--- src/rtl/mbi_pkg.sv ---
// package: bus modes, control selections and reset values for the port
package mbi_pkg;
    localparam int ADDR_W = 16;
    localparam int BYTE_W = 8;
    // bus wiring modes
    typedef enum logic [1:0] {
        MBI_MUX_LOW = 2'h0,
        MBI_NONMUX = 2'h1,
        MBI_PAGE = 2'h2,
        MBI_BURST = 2'h3
    } mbi_bus_mode_t;
    // control input zero meaning
    typedef enum logic {
        MBI_C0_WR_N = 1'h0,
        MBI_C0_RW = 1'h1
    } mbi_c0_mode_t;
    // control input one meaning
    typedef enum logic [1:0] {
        MBI_C1_RD_N = 2'h0,
        MBI_C1_ECLK = 2'h1,
        MBI_C1_DS_N = 2'h2,
        MBI_C1_PROGRAM_FETCH_N_N = 2'h3
    } mbi_c1_mode_t;
    // address capture state
    typedef enum logic [1:0] {
        MBI_ST_IDLE = 2'b01,
        MBI_ST_HELD = 2'b10
    } mbi_state_t;
    localparam logic [15:0] RST_ADDR = 16'h0000;
    localparam logic [7:0] RST_BYTE = 8'h00;
    localparam logic [2:0] RST_CTRL = 3'h0;
endpackage : mbi_pkg

--- src/rtl/mbi_port.sv ---
// module: parallel microcontroller bus front end with latched address


`timescale 1ns/1ps

module mbi_port #(
    parameter int ADDR_W = mbi_pkg::ADDR_W,
    parameter int BYTE_W = mbi_pkg::BYTE_W
) (
    input wire logic core_clk,
    input wire logic rst_n,
    input wire mbi_pkg::mbi_bus_mode_t bus_mode,
    input wire mbi_pkg::mbi_c0_mode_t c0_mode,
    input wire mbi_pkg::mbi_c1_mode_t c1_mode,
    input wire logic addr_strobe_alt,
    input wire logic [7:0] lower_addr_data_port_in,
    output logic [7:0] lower_addr_data_port_out,
    output logic lower_addr_data_port_oe,
    input wire logic [7:0] upper_addr_data_port_in,
    output logic [7:0] upper_addr_data_port_out,
    output logic upper_addr_data_port_oe,
    input wire logic ctrl_input_zero,
    input wire logic ctrl_input_one,
    input wire logic ctrl_input_two,
    input wire logic block_select,
    input wire logic [15:0] rd_data,
    output logic [15:0] array_addr,
    output logic [2:0] array_ctrl,
    output logic rd_active,
    output logic wr_active,
    output logic fetch_active
);

    ////////////////////////////////////////////////////////////////////
    // elaboration check: pins are fixed at two bytes of address
    // a wider bus would need wider pins, which the port list fixes
    if (BYTE_W != 8 || ADDR_W != 2 * BYTE_W)
    begin : g_bad_width
        $error("mbi_port: width parameters not supported");
    end

    ////////////////////////////////////////////////////////////////////
    // two-flop synchronisers on every pin input
    // bits are synced one by one; the strobe shares the same latency,
    // so a torn bus word is only taken while the strobe is still high
    logic [20:0] sync1_r;
    logic [20:0] sync2_r;
    logic [20:0] sync_nxt;

    always_comb
    begin
        sync_nxt = {addr_strobe_alt, ctrl_input_two, ctrl_input_one,
            ctrl_input_zero, upper_addr_data_port_in,
            lower_addr_data_port_in, block_select};
    end

    always_ff @(posedge core_clk or negedge rst_n)
    begin
        if (!rst_n)
        begin
            sync1_r <= 21'h00000;
            sync2_r <= 21'h00000;
        end
        else
        begin
            sync1_r <= sync_nxt;
            sync2_r <= sync1_r;
        end
    end

    logic s_as;
    logic [2:0] s_ctl;
    logic [7:0] s_lo;
    logic [7:0] s_hi;
    logic s_sel;

    assign s_as = sync2_r[20];
    assign s_ctl = sync2_r[19:17];
    assign s_hi = sync2_r[16:9];
    assign s_lo = sync2_r[8:1];
    assign s_sel = sync2_r[0];

    ////////////////////////////////////////////////////////////////////
    // control decode
    // decoded levels feed the arrays; the read level also feeds the drive logic
    logic rd_dec;
    logic wr_dec;

    // one address word from the two port bytes
    function automatic logic [15:0] f_join(
        input logic [7:0] hi,
        input logic [7:0] lo
    );
        return {hi, lo};
    endfunction : f_join

    // read level for the selected meaning of control one
    function automatic logic f_rd(
        input mbi_pkg::mbi_c0_mode_t m0,
        input mbi_pkg::mbi_c1_mode_t m1,
        input logic [2:0] ctl
    );
        logic dir_rd;
        logic rd;

        // direction pin only qualifies the phase in direction wiring
        dir_rd = (m0 == mbi_pkg::MBI_C0_RW) ? ctl[0] : 1'b1;
        case (m1)
            mbi_pkg::MBI_C1_RD_N: rd = !ctl[1];
            mbi_pkg::MBI_C1_PROGRAM_FETCH_N_N: rd = !ctl[1];
            mbi_pkg::MBI_C1_DS_N: rd = !ctl[1] && dir_rd;
            mbi_pkg::MBI_C1_ECLK: rd = ctl[1] && dir_rd;
            default: rd = 1'b0;
        endcase
        return rd;
    endfunction : f_rd

    // write level: strobe form, or direction during the bus phase
    function automatic logic f_wr(
        input mbi_pkg::mbi_c0_mode_t m0,
        input mbi_pkg::mbi_c1_mode_t m1,
        input logic [2:0] ctl
    );
        logic phase;
        logic wr;

        // only a data strobe marks its phase by a low level
        phase = (m1 == mbi_pkg::MBI_C1_DS_N) ? !ctl[1] : ctl[1];
        case (m0)
            mbi_pkg::MBI_C0_WR_N: wr = !ctl[0];
            mbi_pkg::MBI_C0_RW: wr = phase && !ctl[0];
            default: wr = 1'b0;
        endcase
        return wr;
    endfunction : f_wr

    always_comb
    begin
        rd_dec = f_rd(c0_mode, c1_mode, s_ctl);
        wr_dec = f_wr(c0_mode, c1_mode, s_ctl);
    end

    ////////////////////////////////////////////////////////////////////
    // address capture
    // held address outlives the strobe for the whole data phase
    mbi_pkg::mbi_state_t st_r;
    mbi_pkg::mbi_state_t st_nxt;
    logic [15:0] addr_r;
    logic [15:0] addr_nxt;

    always_comb
    begin
        st_nxt = st_r;
        addr_nxt = addr_r;
        case (st_r)
            mbi_pkg::MBI_ST_IDLE:
                if (s_as)
                begin
                    st_nxt = mbi_pkg::MBI_ST_HELD;
                    addr_nxt = f_join(s_hi, s_lo);
                end
            mbi_pkg::MBI_ST_HELD:
                // track while strobe high, hold after fall
                if (s_as)
                    addr_nxt = f_join(s_hi, s_lo);
                else
                    st_nxt = mbi_pkg::MBI_ST_IDLE;
            default: st_nxt = mbi_pkg::MBI_ST_IDLE;
        endcase

        // non-muxed: both ports carry the live address, no latch needed
        if (bus_mode == mbi_pkg::MBI_NONMUX)
            addr_nxt = f_join(s_hi, s_lo);
        else if (bus_mode == mbi_pkg::MBI_PAGE)
            addr_nxt[7:0] = s_lo;
        else if (bus_mode == mbi_pkg::MBI_MUX_LOW)
            addr_nxt[15:8] = s_hi;
    end

    always_ff @(posedge core_clk or negedge rst_n)
    begin
        if (!rst_n)
        begin
            st_r <= mbi_pkg::MBI_ST_IDLE;
            addr_r <= mbi_pkg::RST_ADDR;
        end
        else
        begin
            st_r <= st_nxt;
            addr_r <= addr_nxt;
        end
    end

    ////////////////////////////////////////////////////////////////////
    // data drive
    // out registers follow rd_data every edge; only oe gates the pins
    logic [7:0] lo_out_nxt;
    logic [7:0] hi_out_nxt;
    logic lo_oe_nxt;
    logic hi_oe_nxt;
    logic drive;

    always_comb
    begin
        // no drive while the strobe still marks an address phase
        drive = rd_dec && s_sel && !s_as;
        lo_out_nxt = rd_data[7:0];
        hi_out_nxt = rd_data[15:8];
        lo_oe_nxt = 1'b0;
        hi_oe_nxt = 1'b0;

        case (bus_mode)
            mbi_pkg::MBI_MUX_LOW: lo_oe_nxt = drive;
            mbi_pkg::MBI_NONMUX: lo_oe_nxt = 1'b0;
            mbi_pkg::MBI_PAGE:
            begin
                // upper lines carry the data byte
                hi_out_nxt = rd_data[7:0];
                hi_oe_nxt = drive;
            end
            mbi_pkg::MBI_BURST:
            begin
                lo_oe_nxt = drive;
                hi_oe_nxt = drive;
            end
            default: lo_oe_nxt = 1'b0;
        endcase
    end

    always_ff @(posedge core_clk or negedge rst_n)
    begin
        if (!rst_n)
        begin
            lower_addr_data_port_out <= mbi_pkg::RST_BYTE;
            upper_addr_data_port_out <= mbi_pkg::RST_BYTE;
            lower_addr_data_port_oe <= 1'b0;
            upper_addr_data_port_oe <= 1'b0;
        end
        else
        begin
            lower_addr_data_port_out <= lo_out_nxt;
            upper_addr_data_port_out <= hi_out_nxt;
            lower_addr_data_port_oe <= lo_oe_nxt;
            upper_addr_data_port_oe <= hi_oe_nxt;
        end
    end

    ////////////////////////////////////////////////////////////////////
    // array outputs
    // arrays see pins three edges late: two sync stages, one register
    logic [15:0] arr_addr_nxt;
    logic [2:0] arr_ctrl_nxt;
    logic rd_act_nxt;
    logic wr_act_nxt;
    logic fetch_nxt;

    always_comb
    begin
        arr_addr_nxt = addr_nxt;
        arr_ctrl_nxt = s_ctl;
        rd_act_nxt = rd_dec;
        wr_act_nxt = wr_dec;

        // generic input when host has no fetch enable
        fetch_nxt = !s_ctl[2];
    end

    always_ff @(posedge core_clk or negedge rst_n)
    begin
        if (!rst_n)
        begin
            array_addr <= mbi_pkg::RST_ADDR;
            array_ctrl <= mbi_pkg::RST_CTRL;
            rd_active <= 1'b0;
            wr_active <= 1'b0;
            fetch_active <= 1'b0;
        end
        else
        begin
            array_addr <= arr_addr_nxt;
            array_ctrl <= arr_ctrl_nxt;
            rd_active <= rd_act_nxt;
            wr_active <= wr_act_nxt;
            fetch_active <= fetch_nxt;
        end
    end
endmodule : mbi_port

--- config.mk ---
export PLATFORM = sky130hd
export DESIGN_NAME = mbi_port
export DESIGN_NICKNAME = d
export VERILOG_FILES = /design/src/rtl/mbi_pkg.sv /design/src/rtl/mbi_port.sv
export SDC_FILE = /design/constraint.sdc
export NUM_CORES = 1
export LEC_CHECK = 0
export ABC_AREA = 1
export BUFFER_PORTS_ARGS = -buffer_cell sky130_fd_sc_hd__buf_2
export CORE_MARGIN = 8
export CORE_UTILIZATION = 35
export CTS_CLUSTER_DIAMETER = 40
export DETAILED_ROUTE_END_ITERATION = 7
export PLACE_DENSITY_LB_ADDON = 0.25
export SYNTH_ARGS = -nofsm -noshare
export SYNTH_HDL_FRONTEND = slang
export SYNTH_SLANG_ARGS = --single-unit
--- constraint.sdc ---
create_clock -name core_clk -period 2.1 [get_ports core_clk]
set_input_delay 0.42 -clock core_clk [delete_from_list [all_inputs] [get_ports core_clk]]
set_output_delay 0.42 -clock core_clk [all_outputs]
set_load 0.02 [all_outputs]
After elaboration in Yosys (flattened, before gate mapping)
Index checks and enable logic that the tools add are counted.

storage, ports and cells
  bits of input ports = 44
  memories = 0
  register bits = 84
  bits in read-only memories = 0
  memory bits (writable) = 0
  bits in latches = 0
  output and inout port bits = 40
  word-level logic and storage cells = 59

cells by class
  bitwise logic cells = 1
  reductions and logical operators = 19
  shifts and indexed selects = 0
  multiplexer cells = 16
  div/mod/pow operators = 0
  multipliers = 0
  eq/ne operators = 10
  $add $sub $neg = 0
  magnitude comparators = 0

operators by type and width
  kind                                                                    count
  16-bit two-way mux                                                      3
  8-bit two-way mux                                                       4
  2-bit equality test (second input constant)                             5
  2-bit OR reduction                                                      4
  2-bit by 1-bit equality test with 1-bit output (second input constant)  3
  3-bit nonzero test                                                      2
  1-bit logical AND                                                       5
  1-bit logical NOT                                                       4
  2-bit logical NOT                                                       2
  1-bit two-way mux                                                       4
  2-bit two-way mux                                                       2
  2-bit != test (second input constant)                                   2
  2-bit one-hot mux with 2 select lines                                   1
  2-bit AND reduction                                                     2
  1-bit one-hot mux with 3 select lines                                   1
  1-bit one-hot mux with 2 select lines                                   1
  1-bit NOT                                                               1

Longest topological paths before layout
Gate-level depths: netlist of the first run.

  depth after elaboration = 6
  depth in mapped cells = 9
  mapped depth without buffers = 7

Worst setup path after synthesis of the first run
Ideal clock, no wire load.

  kind = reg2reg
  start = register st_r[0]
  end = register array_addr[10]
  data required time = 1.983 ns
  path slack = 0.616 ns
  buffers on the path = 1
  cell stages (with the launch flop) = 9
  period minus slack after synthesis = 1.484 ns
  arrival = 1.367 ns
  setup time = 0.117 ns
  path through = dfstp_2 inv_1 ha_1 inv_1 nand2_1 nand3_4 buf_6 nand2_1 o21ai_2

on the way
  longest elaborated chain between the ends = 6
  elaborated cells between the ends (all ways) = 7
  classes of those cells = eq/ne: 2; mux: 4; reduce/logical: 1

RTL lines
  element                                                                                       RTL line         source
  start, declared                                                                               mbi_port.sv:146  mbi_pkg::mbi_state_t st_r;
  start signal, assigned                                                                        mbi_port.sv:184  st_r <= mbi_pkg::MBI_ST_IDLE;
  start signal, assigned                                                                        mbi_port.sv:189  st_r <= st_nxt;
  2-bit equality test / 2-bit by 1-bit equality test with 1-bit output (equally long branches)  mbi_port.sv:155  case (st_r)
  2-bit OR reduction (no line) *                                                                n/a
  16-bit two-way mux *                                                                          n/a
  8-bit two-way mux                                                                             mbi_port.sv:176  else if (bus_mode == mbi_pkg::MBI_MUX_LOW)
  8-bit two-way mux *                                                                           mbi_port.sv:174  else if (bus_mode == mbi_pkg::MBI_PAGE)
  16-bit two-way mux *                                                                          mbi_port.sv:172  if (bus_mode == mbi_pkg::MBI_NONMUX)
  net addr_nxt[10]                                                                              mbi_port.sv:149  logic [15:0] addr_nxt;
  end signal, assigned                                                                          mbi_port.sv:272  array_addr <= mbi_pkg::RST_ADDR;
  end signal, assigned                                                                          mbi_port.sv:280  array_addr <= arr_addr_nxt;
  end, declared                                                                                 mbi_port.sv:27   output logic [15:0] array_addr,

Mark *: on every way through the listed nets, which the timed path passes. The rest lies on a longest branch. The select of a mux whose other input is x is not followed.
A chain may end at the register's enable or synchronous reset.

Worst setup path in the final report of the first run
  start = register st_r[0]
  end = register array_addr[11]

The elaborated chain is that of the path after synthesis.

==> flow_summary.json, run 1 <==
{
  "grt_max_degree": 49,
  "initialDrtViolationCount": 57,
  "final_nets": 353,
  "io_pins": 84,
  "hold_ws_ns": 0.179,
  "cts_tree": "built",
  "synthArstFlopShare": 1.00,
  "die_w_um": 105,
  "synth_top_area_share": 0.746,
  "cp-start-kind": "flip-flop",
  "cap_violations": 0,
  "outcome": "finished clean",
  "post-cts-setup-buffers": 0,
  "core_area_um2": 7730,
  "die_h_um": 105,
  "end_kind": "flip-flop",
  "synthTopCellsByArea": "dfrtp_1 (75%), nand2_1 (6.1%), o21ai_2 (4.4%), inv_1 (4.3%), ha_1 (3.6%)",
  "setup_tns_ns": 0,
  "cts.sinks": 84,
  "drc": 0,
  "post_cts_resized": 0,
  "place.gp.congestion": 0.680,
  "final-hold-violation-count": 0,
  "hold_depth": 1,
  "numCtsBuffers": 9,
  "required_ns": 2.33,
  "cellPowerDensity_nw_per_um2": 1150,
  "cts_max_path_buffers": 2,
  "rsz0062_at_grt": "false",
  "port_buffers": 83,
  "grt_pass1_vias": 1721,
  "pre_cts_slack_ns": 0.498,
  "clock-root-buffer": "clkbuf_8",
  "fill_cells": 719,
  "syn_avg_cell_area_um2": 13.5,
  "drtAntennaViolNets": 0,
  "fp-row-count": 32,
  "synth_enable_flop_cells": 0,
  "setup_viol": 0,
  "min_path_type": "input pin to flip-flop",
  "clkTransAtPathRegs_ns": 0.08,
  "yosysTopAreaCell": "dfrtp_1",
  "maxSlewViolCount": 0,
  "layout_min_cycle_time_ns": 1.59,
  "clk_latency_ns": 0.34,
  "path_max_fanout": 16,
  "netlist_instances": 206,
  "synthesis.nets": 258,
  "synthDistinctLibCells": 17,
  "drt_wl_total_um": 4990,
  "antenna_cells": 0,
  "clock_skew_ns": 0.00316,
  "p_leak_nw": 1.89,
  "grtUsageTotal": 0.0970,
  "synthFlopType": "dfrtp_1",
  "place_area_um2": 3330,
  "max_freq_mhz": 627,
  "drtPass1Iterations": 4,
  "finalWorstSetupSlack_ns": 0.505,
  "synth-seq-cells": 84,
  "stdcell_area_um2": 3580,
  "overflow": 0,
  "drive_above_1_share": 0.392,
  "r2r_cells": 7,
  "relSlewSlack": 0.754,
  "htreeDepth": 3,
  "syn_area_um2": 2790,
  "ys_warn_count": 0,
  "syn_to_final_growth_pct": 28.6,
  "yosysMostFrequentCell": "dfrtp_1",
  "path_class": "flip-flop to flip-flop",
  "fin_util": 0.463,
  "synth_commonest_cells": "dfrtp_1 (83), nand2_1 (45), inv_1 (32), o21ai_2 (14), ha_1 (8)",
  "vias": 1620,
  "worstMarginPinSlew_ns": 0.368,
  "wl_per_cell_um": 12.2,
  "cp.arrival_ns": 1.83,
  "viasPerCell": 3.97,
  "hpwl_um": 3640,
  "period_share": 0.759,
  "cts_hold_buf": 1,
  "ys_seq_area_frac": 0.755,
  "vdd_drop_max_v": 0.000533,
  "start_util": 0.360,
  "antenna_found_initial": 0,
  "grt_pass1_wl_um": 8340,
  "design.die.area_um2": 11100
}
## layout make-up
cell class / count / area (um2) / area share
clock buffer: 10 / 128 / 0.0356
clock inverter: 6 / 111 / 0.0311
inverter: 33 / 131 / 0.0367
multi-input combinational: 86 / 517 / 0.144
sequential: 84 / 2100 / 0.587
tap: 102 / 128 / 0.0356
timing repair buffer: 87 / 463 / 0.129
## final timing paths
kind	slack, ns	startpoint	end
hold / removal	0.18	block_select	sync1_r[0]
max in group asynchronous	0.93	rst_n	st_r[0]
min in group asynchronous	0.54	rst_n	lower_addr_data_port_out[3]
setup / recovery	0.51	st_r[0]	array_addr[11]
hold reg to reg	0.35	sync1_r[0]	sync2_r[0]
setup reg to reg	0.51	st_r[0]	array_addr[11]
## power by group
part	leakage (nW)	internal, mW	switching, mW
clock	0.117	0.793	0.556
combinational	0.782	0.284	0.553
sequential	0.993	1.83	0.0925
## layer usage
| metal | part of all wire | vias up | global-route usage |
|---|---|---|---|
| met3 | 0.056 | 8 | 0.0405 |
| li1 | - | 811 | - |
| met4 | 0.020 | 0 | 0.0520 |
| met2 | 0.49 | 41 | 0.150 |
| met1 | 0.43 | 760 | 0.113 |
| met5 | 0 | - | 0 |
## cells in the final DEF, fill, tap and decap left out, drive strengths merged, types with 3 or more instances in the layout
master | netlist | routed
dfrtp | 83 | 83
buf | 3 | 86
o21ai | 20 | 20
nor2 | 5 | 5
bufinv | 0 | 3
ha | 8 | 8
nand2 | 46 | 46
clkbuf | 0 | 10
nand3 | 4 | 4
inv | 33 | 34
## logic make-up (layout without fill, tap and decap cells)
| group | Yosys count | after routing | share of synthesized area |
|---|---|---|---|
| flops | 84 | 84 | 0.755 |
| simple gates | 57 | 57 | 0.0921 |
| buf+inv | 36 | 136 | 0.0593 |
| compound gates | 21 | 21 | 0.0575 |
| fa+ha+maj | 8 | 8 | 0.0359 |
## flip-flops by register name, summed over array words and instances, names as in the netlist
signal,flops
rd_active,1
fetch_active,1
upper_addr_data_port_oe,1
array_ctrl,3
sync2_r,21
lower_addr_data_port_oe,1
array_addr,16
wr_active,1
upper_addr_data_port_out,8
st_r,2
sync1_r,21
lower_addr_data_port_out,8
## worst max-delay path, cell delays in order, from the launching register on
cell and delay, ns:
dfstp_2 0.55, inv_1 0.05, ha_1 0.27, inv_1 0.03, nand2_1 0.15, nand3_4 0.23
nand2_1 0.14, o21ai_2 0.06
## through the flow
| stage | cells | total power [mW] |
|---|---|---|
| after global placement | 391 | 2.79 |
| final | 408 | 4.11 |
| after detailed placement | 391 | 2.81 |
| after floorplan | 206 | 2.52 |
| after global routing | 408 | 4.34 |
| after CTS | 408 | 4.18 |
Note: power is estimated with default switching activity, not from simulation.
==> run 2: changes to the inputs <==
==> constraint.sdc (replaced) <==
create_clock -name core_clk -period 1.5 [get_ports core_clk]
set_input_delay 0.3 -clock core_clk [delete_from_list [all_inputs] [get_ports core_clk]]
set_output_delay 0.3 -clock core_clk [all_outputs]
set_load 0.02 [all_outputs]
==> flow_summary.json, run 2 (same netlist as run 1, synthesis figures left out) <==
{
  "path_class": "flip-flop to flip-flop",
  "maxSlewViolCount": 0,
  "path_cells": "inv_2 -> ha_4 -> inv_4 -> nand2_8 -> nand3_4 -> nand2_1 -> o21ai_2",
  "r2r_cells": 7,
  "final_nets": 356,
  "critPathBufInv": 2,
  "clk_latency_ns": 0.34,
  "hold_path_end": "sync1_r[6]",
  "layout_min_cycle_time_ns": 1.42,
  "final_common_cell": "dfrtp_1",
  "max_freq_mhz": 703,
  "outcome": "finished clean",
  "dp_cells": 392,
  "post-cts-setup-buffers": 0,
  "finalWorstSetupSlack_ns": 0.0771,
  "relSlewSlack": 0.735,
  "drive_above_1_share": 0.435,
  "required_ns": 1.73,
  "worstHoldStart": "lower_addr_data_port_in[5]",
  "cts_max_path_buffers": 2,
  "cp-start-kind": "flip-flop",
  "port_buffers": 83,
  "antenna_found_initial": 0,
  "cp_top_family": "flip-flops",
  "viasPerCell": 4.10,
  "initialDrtViolationCount": 36,
  "syn_to_final_growth_pct": 30.5,
  "vias": 1679,
  "reg2reg_to": "array_addr[12]",
  "worstMarginPinSlew_ns": 0.398,
  "final-hold-violation-count": 0,
  "r2r_start": "st_r[0]",
  "fill_cells": 705,
  "core_area_um2": 7730,
  "io_pins": 84,
  "start_util": 0.360,
  "design.die.area_um2": 11100,
  "cap_violations": 0,
  "clkTransAtPathRegs_ns": 0.08,
  "cts.sinks": 84,
  "path_max_fanout": 8,
  "setup_viol": 0,
  "reg_top3": "sync1_r (21), sync2_r (21), array_addr (16)",
  "clock-root-buffer": "clkbuf_8",
  "cellPowerDensity_nw_per_um2": 1540,
  "drtAntennaViolNets": 0,
  "drtPass1Iterations": 4,
  "die_h_um": 105,
  "cp.arrival_ns": 1.65,
  "fin_cells": 410,
  "hpwl_um": 3700,
  "overflow": 0,
  "hold_depth": 1,
  "rsz0062_at_grt": "false",
  "antenna_cells": 0,
  "period_share": 0.949,
  "final_cell_mix": "dfrtp_1 (83), buf_2 (82), nand2_1 (35)",
  "crit_path_max_incr_delay_ns": 0.54,
  "htreeDepth": 3,
  "pre_cts_slack_ns": -0.0690,
  "wl_per_cell_um": 13.1,
  "drt_wl_total_um": 5380,
  "fp-row-count": 32,
  "numCtsBuffers": 9,
  "min_path_type": "input pin to flip-flop",
  "p_leak_nw": 1.89,
  "die_w_um": 105,
  "grt_max_degree": 36,
  "crit_slowest_cell": "dfstp_2",
  "r2r_slack_ns": 0.08,
  "end_kind": "flip-flop",
  "clock_skew_ns": 0.00788,
  "hold_ws_ns": 0.0627,
  "place.gp.congestion": 0.663,
  "cts_tree": "built",
  "drc": 0,
  "vdd_drop_max_v": 0.000704,
  "grt_pass1_vias": 1860,
  "grt_pass1_wl_um": 9180,
  "grtUsageTotal": 0.105
}
## run 2: where the power goes
| part | internal [mW] | total (mW) | switching (mW) |
|---|---|---|---|
| Combinational | 0.502 | 1.40 | 0.902 |
| Clock | 0.762 | 1.51 | 0.746 |
| Sequential | 2.56 | 2.70 | 0.137 |
## run 2: cell type report
cell class              instances  area [um2]  area share
clock buffers                  11         131      0.0362
clock inverters                 4        51.3      0.0141
inverters                      33         134      0.0368
multi-input cells              88         603       0.166
flip-flops and latches         84        2100       0.579
well taps                     102         128      0.0351
repair buffers                 88         483       0.133
## run 2: worst max path at each step
stage,start,endpoint,cells past startpoint,slack [ns]
final,st_r[0],array_addr[12],7,0.08
after global routing,st_r[0],array_addr[13],7,0.004
after CTS,st_r[0],array_addr[11],7,0.06
after detailed placement,st_r[0],array_addr[11],7,-0.07
after global placement,st_r[0],array_addr[11],7,-0.04
after floorplan,st_r[0],array_addr[10],8,0.02
## run 2: stage by stage
step	util	setup TNS (ns)	power, mW	area [um2]
after floorplan	-	0	3.53	2790
after global placement	0.434	-0.281	3.93	3350
after detailed placement	0.434	-0.746	3.96	3350
after CTS	0.464	0	5.57	3590
after global routing	0.470	0	5.95	3630
final	0.470	0	5.61	3630
## run 2: timing repair
item | 4_1_cts | 5_1_grt
hold endpoints to repair | 23 | 0
setup endpoints to repair | 16 | 16
hold buffers | 1 | 0
pin swaps | 2 | 4
cloned | 2 | 0
gates resized for setup | 4 | 14
## run 2: layer usage
metal | vias up | wire [um] | global-route usage
met5 | - | 0 | 0
met3 | 9 | 258 | 0.0338
met1 | 808 | 2290 | 0.122
met4 | 0 | 108 | 0.0550
met2 | 38 | 2730 | 0.170
li1 | 824 | - | -
==> run 3: changes to the inputs <==
--- a/config.mk
+++ b/config.mk
@@ -6,11 +6,11 @@
 export NUM_CORES = 1
 export LEC_CHECK = 0
 export ABC_AREA = 1
-export BUFFER_PORTS_ARGS = -buffer_cell sky130_fd_sc_hd__buf_2
 export CORE_MARGIN = 8
 export CORE_UTILIZATION = 35
 export CTS_CLUSTER_DIAMETER = 40
 export DETAILED_ROUTE_END_ITERATION = 7
+export DONT_BUFFER_PORTS = 1
 export PLACE_DENSITY_LB_ADDON = 0.25
 export SYNTH_ARGS = -nofsm -noshare
 export SYNTH_HDL_FRONTEND = slang
==> flow_summary.json, run 3 (same netlist as run 1, synthesis figures left out) <==
{
  "outcome": "finished, violations left",
  "violations": "negative hold slack",
  "cellPowerDensity_nw_per_um2": 1540,
  "drt_wl_total_um": 5300,
  "cts_max_path_buffers": 2,
  "overflow": 0,
  "post-cts-setup-buffers": 0,
  "drive_above_1_share": 0.198,
  "cp-start-kind": "flip-flop",
  "r2r_cells": 7,
  "final_nets": 299,
  "wl_per_cell_um": 15.0,
  "max_freq_mhz": 688,
  "antenna_cells": 0,
  "maxSlewViolCount": 0,
  "place.gp.congestion": 0.631,
  "path_cells": "inv_2 -> ha_4 -> inv_2 -> nand2_4 -> nand3_4 -> nand2_2 -> o21ai_2",
  "cts_hold_buf": 29,
  "grt_max_degree": 85,
  "end_kind": "flip-flop",
  "initialDrtViolationCount": 48,
  "crit_top_cell": "inv_2",
  "finalPower_mw": 5.33,
  "fp-row-count": 32,
  "viasPerCell": 4.19,
  "fin_util": 0.446,
  "drc": 0,
  "final_cell_mix": "dfrtp_1 (83), nand2_1 (37), inv_1 (30)",
  "cp.depth": 7,
  "grtUsageTotal": 0.104,
  "final_common_cell": "dfrtp_1",
  "clock-root-buffer": "clkbuf_8",
  "required_ns": 1.74,
  "path_class": "flip-flop to flip-flop",
  "antenna_found_initial": 0,
  "syn_to_final_growth_pct": 23.8,
  "cp_top_family": "flip-flops",
  "htreeDepth": 3,
  "io_pins": 84,
  "die_h_um": 105,
  "cts_tree": "built",
  "cp.arrival_ns": 1.69,
  "multiInputGateArea_um2": 589,
  "die_w_um": 105,
  "grt_pass1_wl_um": 8640,
  "place_area_um2": 2890,
  "min_path_type": "input pin to asynchronous set/reset pin",
  "clock_skew_ns": 0.0110,
  "layout_min_cycle_time_ns": 1.45,
  "final-hold-violation-count": 84,
  "drtPass1Iterations": 3,
  "hpwl_um": 3370,
  "r2r_start": "st_r[0]",
  "r2r_slack_ns": 0.05,
  "clkTransAtPathRegs_ns": 0.09,
  "numCtsBuffers": 9,
  "vias": 1484,
  "reg2reg_to": "array_addr[2]",
  "stdcell_area_um2": 3450,
  "worstMarginPinSlew_ns": 0.410,
  "hold_ws_ns": -0.369,
  "core_area_um2": 7730,
  "relSlewSlack": 0.727,
  "crit_path_start": "st_r[0]",
  "design.die.area_um2": 11100,
  "setup_viol": 0,
  "vdd_drop_max_v": 0.000974,
  "drtAntennaViolNets": 0,
  "period_share": 0.970,
  "crit_slowest_cell": "dfstp_2",
  "p_leak_nw": 1.66,
  "rsz0062_at_grt": "true",
  "seqCellArea_um2": 2100,
  "setup_tns_ns": 0,
  "port_buffers": 0,
  "cts.sinks": 84,
  "clk_latency_ns": 0.35,
  "start_util": 0.360,
  "cap_violations": 0,
  "reg_top3": "sync1_r (21), sync2_r (21), array_addr (16)",
  "critPathBufInv": 2,
  "path_max_fanout": 8,
  "crit_path_max_incr_delay_ns": 0.55,
  "fill_cells": 704,
  "grt_pass1_vias": 1611,
  "crit_path_end": "array_addr[2]"
}
## run 3: cell types whose count changed in the layout (fill, tap and decap cells not counted), sizes merged
cell | previous run | this run
buf | 87 | 2
dlygate4sd3 | 1 | 29
inv | 33 | 37
clkbuf | 11 | 9
bufinv | 1 | 0
clkinv | 2 | 3
clkinvlp | 1 | 0
## run 3: power breakdown
group / total (mW) / internal, mW / switching [mW] / leakage [nW]
Clock: 1.53 / 0.644 / 0.881 / 0.0993
Sequential: 3.01 / 2.56 / 0.455 / 0.993
Combinational: 0.787 / 0.328 / 0.459 / 0.571
Total: 5.33 / 3.53 / 1.80 / 1.66
## run 3: layer usage
layer,track usage,vias to the layer above,share of wire
li1,-,710,-
met1,0.110,726,0.38
met2,0.167,43,0.52
met3,0.0614,5,0.085
met4,0.0428,0,0.012
met5,0,-,0
## run 3: how the worst min path moves through the flow
| stage | end | slack [ns] | cells past startpoint |
|---|---|---|---|
| 6_report | lower_addr_data_port_out[2] | -0.37 | 0 |
| 5_1_grt | sync1_r[15] | -0.42 | 0 |
| 4_1_cts | lower_addr_data_port_out[5] | -0.40 | 0 |
| 3_5_place_dp | lower_addr_data_port_out[5] | 0.006 | 0 |
| 3_3_place_gp | lower_addr_data_port_out[5] | 0.006 | 0 |
| 2_1_floorplan | array_addr[0] | 0.004 | 0 |
## run 3: repair_timing
| item | CTS | global route |
|---|---|---|
| pin swaps | 2 | 6 |
| gates cloned | 2 | 0 |
| resized for setup | 4 | 10 |
| setup endpoints to repair | 16 | 15 |
| endpoints found under the hold margin | 113 | 84 |
## run 3: area by class of cell
type / instances / area share
multi-input combinational: 88 / 0.171
inverter: 33 / 0.0381
tap: 102 / 0.0370
clock inverter: 7 / 0.0196
clock buffer: 9 / 0.0359
sequential: 84 / 0.610
timing repair buffer: 31 / 0.0885
## run 3: metrics by stage
step | setup WS, ns | std cells | hold slack (ns)
finish | 0.0457 | 354 | -0.369
global route | -0.0341 | 354 | -0.416
CTS | 0.0548 | 354 | -0.396
detailed placement | -0.0571 | 307 | 0.00604
global placement | -0.0544 | 307 | 0.00632
floorplan | 0.0160 | 206 | 0.00441
